<file path="src/iprc_pkg.sv">
package iprc_pkg;

  // ----------------------------------------
  // Register map
  // ----------------------------------------
  localparam int unsigned NUM_REGS = 5;
  localparam int unsigned NUM_SRC = 16;
  localparam logic [3:0] ADDR_MSB_LSB = 4'h0;
  localparam logic [7:0] OFF_REG0 = 8'h00;
  localparam logic [7:0] OFF_REG1 = 8'h04;
  localparam logic [7:0] OFF_REG2 = 8'h08;
  localparam logic [7:0] OFF_REG3 = 8'h0c;
  localparam logic [7:0] OFF_REG4 = 8'h10;

  // Implemented bits per register; everything else is unimplemented
  localparam logic [15:0] MASK_REG0 = 16'h7777;
  localparam logic [15:0] MASK_REG1 = 16'h0077;
  localparam logic [15:0] MASK_REG2 = 16'h7777;
  localparam logic [15:0] MASK_REG3 = 16'h7707;
  localparam logic [15:0] MASK_REG4 = 16'h7770;

  // Each field resets to 100
  localparam logic [15:0] RST_REG0 = 16'h4444;
  localparam logic [15:0] RST_REG1 = 16'h0044;
  localparam logic [15:0] RST_REG2 = 16'h4444;
  localparam logic [15:0] RST_REG3 = 16'h4404;
  localparam logic [15:0] RST_REG4 = 16'h4440;

  localparam logic [2:0] LEVEL_OFF = 3'h0;
  localparam logic [2:0] LEVEL_MAX = 3'h7;
  localparam logic [2:0] LEVEL_RST = 3'h4;

  typedef logic [2:0] iprc_level_t;

  // Levels handed to the arbitration logic
  typedef struct packed {
    iprc_level_t uart1_receive_priority;
    iprc_level_t spi1_event_priority;
    iprc_level_t spi1_fault_priority;
    iprc_level_t timer3_priority;
    iprc_level_t adc_done_priority;
    iprc_level_t uart1_transmit_priority;
    iprc_level_t change_notify_priority;
    iprc_level_t comparator_priority;
    iprc_level_t i2c1_master_priority;
    iprc_level_t i2c1_slave_priority;
    iprc_level_t capture8_priority;
    iprc_level_t capture7_priority;
    iprc_level_t ext_irq1_priority;
    iprc_level_t timer4_priority;
    iprc_level_t compare4_priority;
    iprc_level_t compare3_priority;
  } iprc_levels_s;

  // Bus states
  typedef enum logic [1:0] {
    IPRC_IDLE = 2'b01,
    IPRC_ACK = 2'b10
  } iprc_state_e;

endpackage

</file>
<file path="src/iprc_regs.sv">
`timescale 1ns/1ps
`default_nettype none
module iprc_regs (
  input wire logic clk_i,
  input wire logic rst_i,
  input wire logic cyc_i,
  input wire logic stb_i,
  input wire logic we_i,
  input wire logic [7:0] adr_i,
  input wire logic [3:0] sel_i,
  input wire logic [31:0] dat_i,
  output logic [31:0] dat_o,
  output logic ack_o,
  output var iprc_pkg::iprc_levels_s levels_o,
  output logic [15:0] src_enabled_o
);

  // ----------------------------------------
  // Register storage
  // ----------------------------------------
  logic [15:0] regs [iprc_pkg::NUM_REGS];
  logic [15:0] mask_tab [iprc_pkg::NUM_REGS];
  logic [15:0] rst_tab [iprc_pkg::NUM_REGS];
  iprc_pkg::iprc_state_e state;
  logic req;
  logic hit;
  logic [2:0] idx;
  logic [15:0] byte_mask;

  assign mask_tab[0] = iprc_pkg::MASK_REG0;
  assign mask_tab[1] = iprc_pkg::MASK_REG1;
  assign mask_tab[2] = iprc_pkg::MASK_REG2;
  assign mask_tab[3] = iprc_pkg::MASK_REG3;
  assign mask_tab[4] = iprc_pkg::MASK_REG4;
  assign rst_tab[0] = iprc_pkg::RST_REG0;
  assign rst_tab[1] = iprc_pkg::RST_REG1;
  assign rst_tab[2] = iprc_pkg::RST_REG2;
  assign rst_tab[3] = iprc_pkg::RST_REG3;
  assign rst_tab[4] = iprc_pkg::RST_REG4;

  // ----------------------------------------
  // Address decode
  // ----------------------------------------
  // Each register takes one aligned word; low address bits are ignored
  assign idx = adr_i[4:2];
  assign hit = (adr_i[7:5] == 3'h0) && (idx < 3'(iprc_pkg::NUM_REGS));
  assign req = cyc_i && stb_i && (state == iprc_pkg::IPRC_IDLE);
  assign byte_mask = {{8{sel_i[1]}}, {8{sel_i[0]}}};

  // Single-cycle ack; no request is taken in the ack cycle, so one held until ack is not taken twice
  always_ff @(posedge clk_i) begin
    if (rst_i) begin
      state <= iprc_pkg::IPRC_IDLE;
    end else begin
      case (state)
        iprc_pkg::IPRC_IDLE: begin
          if (req) begin
            state <= iprc_pkg::IPRC_ACK;
          end
        end
        iprc_pkg::IPRC_ACK: begin
          state <= iprc_pkg::IPRC_IDLE;
        end
        default: begin
          state <= iprc_pkg::IPRC_IDLE;
        end
      endcase
    end
  end

  assign ack_o = (state == iprc_pkg::IPRC_ACK);

  // ----------------------------------------
  // Register write, one per entry
  // ----------------------------------------
  for (genvar g = 0; g < iprc_pkg::NUM_REGS; g++) begin : g_reg
    always_ff @(posedge clk_i) begin
      if (rst_i) begin
        regs[g] <= rst_tab[g];
      end else if (req && we_i && hit && (idx == 3'(g))) begin
        // Unimplemented bits stay zero whatever is written
        regs[g] <= (regs[g] & ~byte_mask) | (dat_i[15:0] & byte_mask & mask_tab[g]);
      end
    end
  end

  // Read data is registered with the ack; unmapped reads give zero
  always_ff @(posedge clk_i) begin
    if (rst_i) begin
      dat_o <= 32'h0;
    end else if (req && !we_i && hit) begin
      dat_o <= {16'h0, regs[idx] & mask_tab[idx]};
    end else if (req) begin
      dat_o <= 32'h0;
    end
  end

  // ----------------------------------------
  // Level outputs
  // ----------------------------------------
  // Straight from the flops, so a write shows on the next cycle with no extra stage
  assign levels_o.uart1_receive_priority = regs[0][14:12];
  assign levels_o.spi1_event_priority = regs[0][10:8];
  assign levels_o.spi1_fault_priority = regs[0][6:4];
  assign levels_o.timer3_priority = regs[0][2:0];
  assign levels_o.adc_done_priority = regs[1][6:4];
  assign levels_o.uart1_transmit_priority = regs[1][2:0];
  assign levels_o.change_notify_priority = regs[2][14:12];
  assign levels_o.comparator_priority = regs[2][10:8];
  assign levels_o.i2c1_master_priority = regs[2][6:4];
  assign levels_o.i2c1_slave_priority = regs[2][2:0];
  assign levels_o.capture8_priority = regs[3][14:12];
  assign levels_o.capture7_priority = regs[3][10:8];
  assign levels_o.ext_irq1_priority = regs[3][2:0];
  assign levels_o.timer4_priority = regs[4][14:12];
  assign levels_o.compare4_priority = regs[4][10:8];
  assign levels_o.compare3_priority = regs[4][6:4];

  // Level 000 masks the source off; 001..111 are live levels 1..7
  for (genvar s = 0; s < iprc_pkg::NUM_SRC; s++) begin : g_en
    assign src_enabled_o[s] = (levels_o[3*s +: 3] != iprc_pkg::LEVEL_OFF);
  end

  // ----------------------------------------
  // Checks
  // ----------------------------------------
  chk_ack_one_cycle: assert property (@(posedge clk_i) disable iff (rst_i)
    ack_o |=> !ack_o) else $error("ack held longer than one cycle");
  chk_ack_follows_req: assert property (@(posedge clk_i) disable iff (rst_i)
    (cyc_i && stb_i && !ack_o) |=> ack_o) else $error("request not acked next cycle");
  chk_reset_level: assert property (@(posedge clk_i)
    $past(rst_i) |-> levels_o.timer3_priority == iprc_pkg::LEVEL_RST)
    else $error("reset level not 100");
  chk_unimpl_zero: assert property (@(posedge clk_i) disable iff (rst_i)
    (regs[1] & ~iprc_pkg::MASK_REG1) == 16'h0)
    else $error("unimplemented bits set");
  chk_write_applies: assert property (@(posedge clk_i) disable iff (rst_i)
    (req && we_i && adr_i == iprc_pkg::OFF_REG0 && sel_i[0]) |=>
    levels_o.timer3_priority == $past(dat_i[2:0]))
    else $error("timer3 write not applied next cycle");
  chk_adc_field: assert property (@(posedge clk_i) disable iff (rst_i)
    (req && we_i && adr_i == iprc_pkg::OFF_REG1 && sel_i[0]) |=>
    levels_o.adc_done_priority == $past(dat_i[6:4]))
    else $error("adc field misplaced");
  chk_disable_code: assert property (@(posedge clk_i) disable iff (rst_i)
    (levels_o.capture8_priority == iprc_pkg::LEVEL_OFF) |-> !src_enabled_o[5])
    else $error("level zero source still enabled");
  chk_max_enabled: assert property (@(posedge clk_i) disable iff (rst_i)
    (levels_o.compare3_priority == iprc_pkg::LEVEL_MAX) |-> src_enabled_o[0])
    else $error("level seven source not enabled");
  chk_reg3_hole: assert property (@(posedge clk_i) disable iff (rst_i)
    regs[3][7:3] == 5'h0 && regs[2][15] == 1'b0)
    else $error("hole bits nonzero");
  chk_read_back: assert property (@(posedge clk_i) disable iff (rst_i)
    (req && !we_i && adr_i == iprc_pkg::OFF_REG4) |=>
    dat_o[3:0] == 4'h0 && dat_o[31:16] == 16'h0)
    else $error("reg4 read shows unimplemented bits");

  cov_write: cover property (@(posedge clk_i) req && we_i && hit);
  cov_read: cover property (@(posedge clk_i) req && !we_i && hit);
  cov_unmapped: cover property (@(posedge clk_i) req && !hit);
  cov_disabled: cover property (@(posedge clk_i) src_enabled_o != 16'hffff);

endmodule
`default_nettype wire

</file>
<file path="config.mk">
export PLATFORM = sky130hd
export DESIGN_NAME = iprc_regs
export DESIGN_NICKNAME = d
export VERILOG_FILES = /design/src/iprc_pkg.sv /design/src/iprc_regs.sv
export SDC_FILE = /design/constraint.sdc
export NUM_CORES = 1
export LEC_CHECK = 0
export BUFFER_PORTS_ARGS = -buffer_cell sky130_fd_sc_hd__buf_2
export CAP_MARGIN = 20
export CORE_ASPECT_RATIO = 0.8
export CORE_MARGIN = 2
export CORE_UTILIZATION = 40
export DETAILED_ROUTE_END_ITERATION = 10
export PLACE_DENSITY = 0.78
export SETUP_SLACK_MARGIN = 0.3
export SLEW_MARGIN = 0
export SYNTH_ARGS = -nofsm -noshare
export SYNTH_HDL_FRONTEND = slang
export SYNTH_SLANG_ARGS = --single-unit
</file>
<file path="constraint.sdc">
create_clock -name clk_i -period 3.8 [get_ports clk_i]
set_clock_uncertainty 0.1 [all_clocks]
set_input_delay 0.57 -clock clk_i [delete_from_list [all_inputs] [get_ports clk_i]]
set_output_delay 0.57 -clock clk_i [all_outputs]
set_load 0.02 [all_outputs]
</file>
==> results of run 1 <==
layer usage:
layer / track usage (%) / vias to the layer above / wire length, microns
met1: 26.4 / 1562 / 4610
met4: 4.96 / 0 / 114
met2: 32.1 / 127 / 5090
li1: - / 1419 / -
met5: 0 / - / 0
met3: 5.77 / 10 / 819
cells in the final DEF (no fill, tap or decap), drive strengths merged:
master    netlist  routed
a21oi          37      37
a221oi          9       9
a22oi           9       9
and4            1       1
and4b           1       1
buf            50     107
bufinv          0       2
clkbuf         16       9
clkinv          0       1
clkinvlp        0       3
conb            1      20
dfxtp          14      14
edfxtp         57      57
inv             3       4
mux4           12      12
nand2          26      26
nand2b         59      59
nand3          12      12
nand3b          5       5
nand4           6       6
nand4b          1       1
nor2            3       3
nor2b           1       1
nor3            1       1
nor3b          10      10
nor4            2       2
nor4bb          1       1
o2111ai         1       1
o21ai           3       3
o31ai           1       1
or3            17      17
or3b            1       1
or4             4       4
synth_stat cells:
library cell | n | share of area (%)
or3_1 | 16 | 2.5
clkbuf_1 | 16 | 1.5
nor2_1 | 3 | 0.28
a21oi_1 | 37 | 4.6
nor4bb_1 | 1 | 0.25
o2111ai_1 | 1 | 0.22
nand3_1 | 12 | 1.5
or4_4 | 1 | 0.28
a22oi_1 | 9 | 1.7
nand4_1 | 6 | 0.94
dfxtp_1 | 14 | 7.0
or3b_1 | 1 | 0.22
nor3_2 | 1 | 0.25
or4_1 | 3 | 0.56
nand2_1 | 26 | 2.4
edfxtp_1 | 57 | 43
buf_4 | 44 | 8.2
nand3b_1 | 5 | 0.94
nor2b_1 | 1 | 0.16
buf_2 | 5 | 0.62
nor3b_1 | 3 | 0.56
nand4b_1 | 1 | 0.22
inv_1 | 3 | 0.28
nand2b_1 | 59 | 9.2
or3_4 | 1 | 0.28
o31ai_1 | 1 | 0.19
a221oi_1 | 9 | 2.0
nor4_1 | 2 | 0.31
mux4_2 | 12 | 6.7
conb_1 | 1 | 0.094
and4b_1 | 1 | 0.25
nor3b_2 | 7 | 2.2
and4_1 | 1 | 0.22
o21ai_0 | 3 | 0.37
buf_6 | 1 | 0.28
metrics by stage:
step,total power (uW),utilization [%]
floorplan,1030,-
global placement,1060,45.2
detailed placement,1060,45.2
CTS,1960,48.5
global route,2010,48.5
finish,1960,48.5
final cells by class:
cell class / instances / area [sq um]
clock buffers: 9 / 225
clock inverters: 7 / 96.3
fillers: 893 / 4990
inverters: 3 / 11.3
multi-input cells: 243 / 1660
flip-flops and latches: 71 / 1990
well taps: 136 / 170
repair buffers: 107 / 551
worst max-delay path, stage by stage:
cell	delay, ps
buf_2	230
or3b_1	510
nor4_1	770
nand3_1	150
report_power, final:
part / leakage [uW] / switching, uW / total (uW) / internal (uW)
registers: 0.000645 / 16.2 / 870 / 854
logic: 0.000876 / 120 / 180 / 60.1
clock network: 0.000148 / 330 / 905 / 575
worst max-delay path by stage:
stage / endpoint / slack [ps] / depth (start not counted)
after detailed placement: regs[2][2] / 1190 / 4
after CTS: regs[2][14] / 1560 / 4
after global routing: regs[2][10] / 1320 / 4
after floorplan: regs[0][0] / 880 / 3
after global placement: regs[2][2] / 1310 / 4
final: regs[2][14] / 1490 / 4
sequential cells by signal (all words and copies together) (netlist names):
register and cells:
regs 57, dat_o 12, state 2
cells by family after synthesis:
family	synth area share (%)
other	0.0935
AO/OA/AOI/OAI	9.05
flip-flops	49.7
buffers and inverters	10.9
multiplexers	6.74
AND/OR/NAND/NOR	23.5
==> impl_results.md, run 1 <==
- Syn Inst Count: 364
- Lkg Pwr: between 0.0015 and 0.002 uW
- Unrepaired setup endpoints after global routing: false
- Crit path time final: 2310 ps
- HP Class: flip-flop to flip-flop
- Die Wd: 116 microns
- Crit path launch: adr_i[4]
- Post-synthesis sequential area ratio: 49.7%
- Cells on worst reg2reg path: 5
- Initial drt markers: between 200 and 250
- Setup TNS: 0 ps
- Pwr/cell area: just over 400 nW/um^2
- Hold Fails Final Rpt: 0
- Crit Path Category: input port to flip-flop
- Hold Buf Count CTS: 0
- Hold Path End: dat_o[1]
- Initial antenna violation count: 0
- Hold_ws: 357 ps
- Via Count: 3118
- Post-Syn Area per Cell: approximately 11 sq um
- Vert. Die Dim: 93.6 microns
- Reg clk slew, reported paths: 60 ps
- N_diodes: 0
- CTS Buf Count: 9
- Final Routed Wirelength: around 11000 microns
- H-tree depth: 3
- Hold Startpoint: dat_o[1]
- Post-Synthesis Cell Area: between 4000 and 5000 sq um
- Post-route ant nets: 0
- Max Root-Sink Buffers: 2
- Ys Warns: 0
- Post-layout net count: 484
- Reg2reg setup slack: 1570 ps
- Pins Over Slew Limit: 0
- Port Buffer Count: between 100 and 150
- Placed Instances: 560
- Crit Path Max Fanout: 25
- Max-slew headroom: 34.2%
- Period utilisation layout: 60.8%
- Pre-CTS setup slack: 1190 ps
- Via density: between 5 and 6
- Layout cells sized above 1: approximately a third
- Non-Filler Instances: 576
- Unique cell type count in the Yosys netlist: 35
- HPWL after DPL: 7490 microns
- Final setup viols: 0
- Worst-Skew Late Latency: 340 ps
- Layout area overhead: 17.3%
- Final worst setup slack: 1490 ps
- Tot GR Track Use: 19.9%
- Initial Util: 41.4%
- First-pass GRT wire length: 16100 microns
- CP Capture Type: flip-flop
- Die area: 10800 sq um
- Post-CTS Repair Setup Buffers: 0
- Crit path DAT: 2240 ps
- Total congestion overflow: 0
- Flops & latches, synth: just over 70
- Root Driver: clkbuf_16
- Cell Rows: 32
- Result of the run: finished, final reports clean
- Ports: 146
- Vias in the first global route: 2999
- Post-CTS resize count: 0
- CORE AREA: 9690 sq um
- Drt wl/cell: between 15 and 20 microns
- Num Clock Sinks: 71
- Max VDD drop: 258 uV
- Setup crit start kind: input port
- Min-Delay Path Depth: 2
- Worst R2R End: regs[2][5]
- FMAX: 433 MHz
- DR pass1 iterations: 4
- Slew @ Worst Pin: slightly below 1000 ps
- Post-Place Cell Area: 4380 sq um
- Required time of the critical path: approximately 3700 ps
- Final instance area: 4700 sq um
- FF-to-FF Start: state[1]
- DRC errors left: 0
- Max_cap viols: 0
- CTS tree: built
- RePlAce Congestion: 0.797
- Largest net degree at the start of global routing: 37
Note: power is estimated with default switching activity, not from simulation.
==> inputs of run 2 (changes only) <==
ABC_AREA = 1   (was unset)
PLACE_DENSITY = 0.8   (was 0.78)
clock period = 2 ns   (was 3.8 ns; I/O delays follow)
==> impl_results.md, run 2 <==
- Via Count: 3816
- Hold Fails Final Rpt: 0
- Biggest regs: regs x57, dat_o x12, state x2
- Max Root-Sink Buffers: 2
- Crit Path Max Fanout: 4
- First-pass GRT wire length: 17000 microns
- Reg clk slew, reported paths: approximately 60 ps
- Post-layout net count: 671
- Die Wd: 116 microns
- Crit Path Category: flip-flop to output pin
- Commonest non-fill, non-tap cell in the layout: nand2_1
- Unique cell type count in the Yosys netlist: 27
- Final setup viols: 0
- Required time of the critical path: around 1600 ps
- HPWL after DPL: 7980 microns
- Max VDD drop: ~370 uV
- Register area: roughly 2000 sq um
- Max-slew headroom: 64.5%
- Root Driver: clkbuf_16
- Flops & latches, synth: between 70 and 80
- FFs w/ async S/R, synth: 0%
- Area leader, netlist: edfxtp_1
- Final instance area: 5240 sq um
- CP Capture Type: output pin
- Initial antenna violation count: 0
- Total congestion overflow: 0
- Commonest register cell after synthesis: edfxtp_1
- FMAX: 587 MHz
- Syn Inst Count: ~500
- Vert. Die Dim: 93.9 microns
- Period utilisation layout: 85.2%
- Setup TNS: 0 ps
- Cell Rows: 32
- CTS tree: built
- Max_cap viols: 0
- Port Buffer Count: just over 100
- Num Clock Sinks: 71
- H-tree depth: 3
- Vias in the first global route: 3443
- CTS Buf Count: 9
- Yosys top cell area share: a little over two fifths
- Commonest cells after routing, fill and taps aside: nand2_1 (174), buf_2 (94), a21oi_1 (60)
- Via density: 5.00
- Initial Util: between 40 and 50%
- Multi-input logic area: 1690 sq um
- Tot GR Track Use: 20.6%
- Post-synth EDFFs: 57
- Post-route ant nets: 0
- Unrepaired setup endpoints after global routing: true
- CORE AREA: 9730 sq um
- Post-Syn Area per Cell: 8.09 sq um
- Die area: between 10000 and 15000 sq um
- Largest net degree at the start of global routing: 31
- Worst-Skew Late Latency: 330 ps
- Result of the run: finished, final reports clean
- Post-Synthesis Cell Area: between 4000 and 5000 sq um
- Pins Over Slew Limit: 0
- Lkg Pwr: 0.00237 uW
- Post-Place Cell Area: 4550 sq um
- Ys Warns: 0
- Final Routed Wirelength: 11500 microns
- Crit path DAT: 1300 ps
- Commonest cells post-synth: nand2_1 (179), a21oi_1 (60), edfxtp_1 (57)
- Layout area overhead: 29.7%
- Drt wl/cell: 15.1 microns
- Layout cells sized above 1: 32.7%
- Pwr/cell area: between 700 and 800 nW/um^2
- N_diodes: 0
- Setup crit start kind: flip-flop
- Slew @ Worst Pin: 532 ps
- RePlAce Congestion: ~0.85
- Fillers: a little under 900
- Largest register FFs: 57
- DR pass1 iterations: 6
- Most common cell in the netlist: nand2_1
- Reg2reg setup slack: between 300 and 400 ps
- Top reg by flops: regs
- Hold Buf Count CTS: 0
- Initial drt markers: around 300
- Ports: approximately 150
- Post-synthesis sequential area ratio: between 40% and 50%
- DRC errors left: 0
- Synth area leaders: edfxtp_1 (42%), nand2_1 (17%), buf_4 (8.6%)
- Crit path time final: 1700 ps
- HP Class: input port to flip-flop
[run 2: changes by cell type after synthesis, sizes merged, moves of 5 or more]
cell    previous run  this run
a221oi             9         0
a21oi             37        60
inv                3        31
nand3b             5         0
clkbuf            16         9
nand2b            59         0
nand2             26       180
nor3b             10         0
mux4              12         0
a22oi              9         0
nor2               3        53
[run 2: kinds of logic after synthesis]
kind of cell / Yosys count / synth area share [%]
compound gates: 62 / 7.69
other cells: 1 / 0.0929
simple gates: 271 / 29.6
buf+inv: 94 / 13.3
flops: 71 / 49.3
[run 2: per-layer routing]
metal	up-vias	global-route usage, %	share of wire, %
met5	-	0	0
met4	0	4.76	0.73
met3	12	5.35	11
met2	255	32.5	46
met1	1746	28.3	42
li1	1803	-	-
[run 2: critical path: stages (launching register included)]
cell,delay [ps]
edfxtp_1,440
or3_1,370
buf_2,160
[run 2: per-stage QoR]
step | utilization (%) | total power, uW | setup slack [ps] | std cells | hold slack (ps)
final | 53.8 | 3690 | 296 | 763 | 323
after global routing | 53.8 | 3820 | 237 | 763 | 331
after CTS | 51.5 | 3670 | 301 | 747 | 278
after detailed placement | 46.7 | 2070 | 173 | 712 | 359
after floorplan | - | 1980 | 241 | 518 | 436
after global placement | 46.7 | 2060 | 224 | 712 | 355
[run 2: worst paths after layout]
path               from                 to  cells after the start
max          regs[0][8]  src_enabled_o[14]                      2
min               rst_i           dat_o[1]                      3
max reg2reg    state[1]         regs[0][5]                      7
min reg2reg    dat_o[1]           dat_o[1]                      2
[run 2: layout make-up]
type | instances | share of cell area [%]
flip-flops and latches | 71 | 38.1
multi-input cells | 356 | 32.2
repair buffers | 151 | 18.1
clock buffers | 11 | 4.64
well taps | 136 | 3.25
inverters | 33 | 2.53
clock inverters | 5 | 1.12
[run 2: power by group]
part	internal, uW	switching (uW)
logic	141	294
registers	1620	27.2
clock network	999	602
total	2760	923
[run 2: repair_timing]
action                     CTS  global route
cloned                       0             3
setup endpoints to repair   51            86
resized for setup            4            30
pin swaps                    1             6
setup buffers               19            13
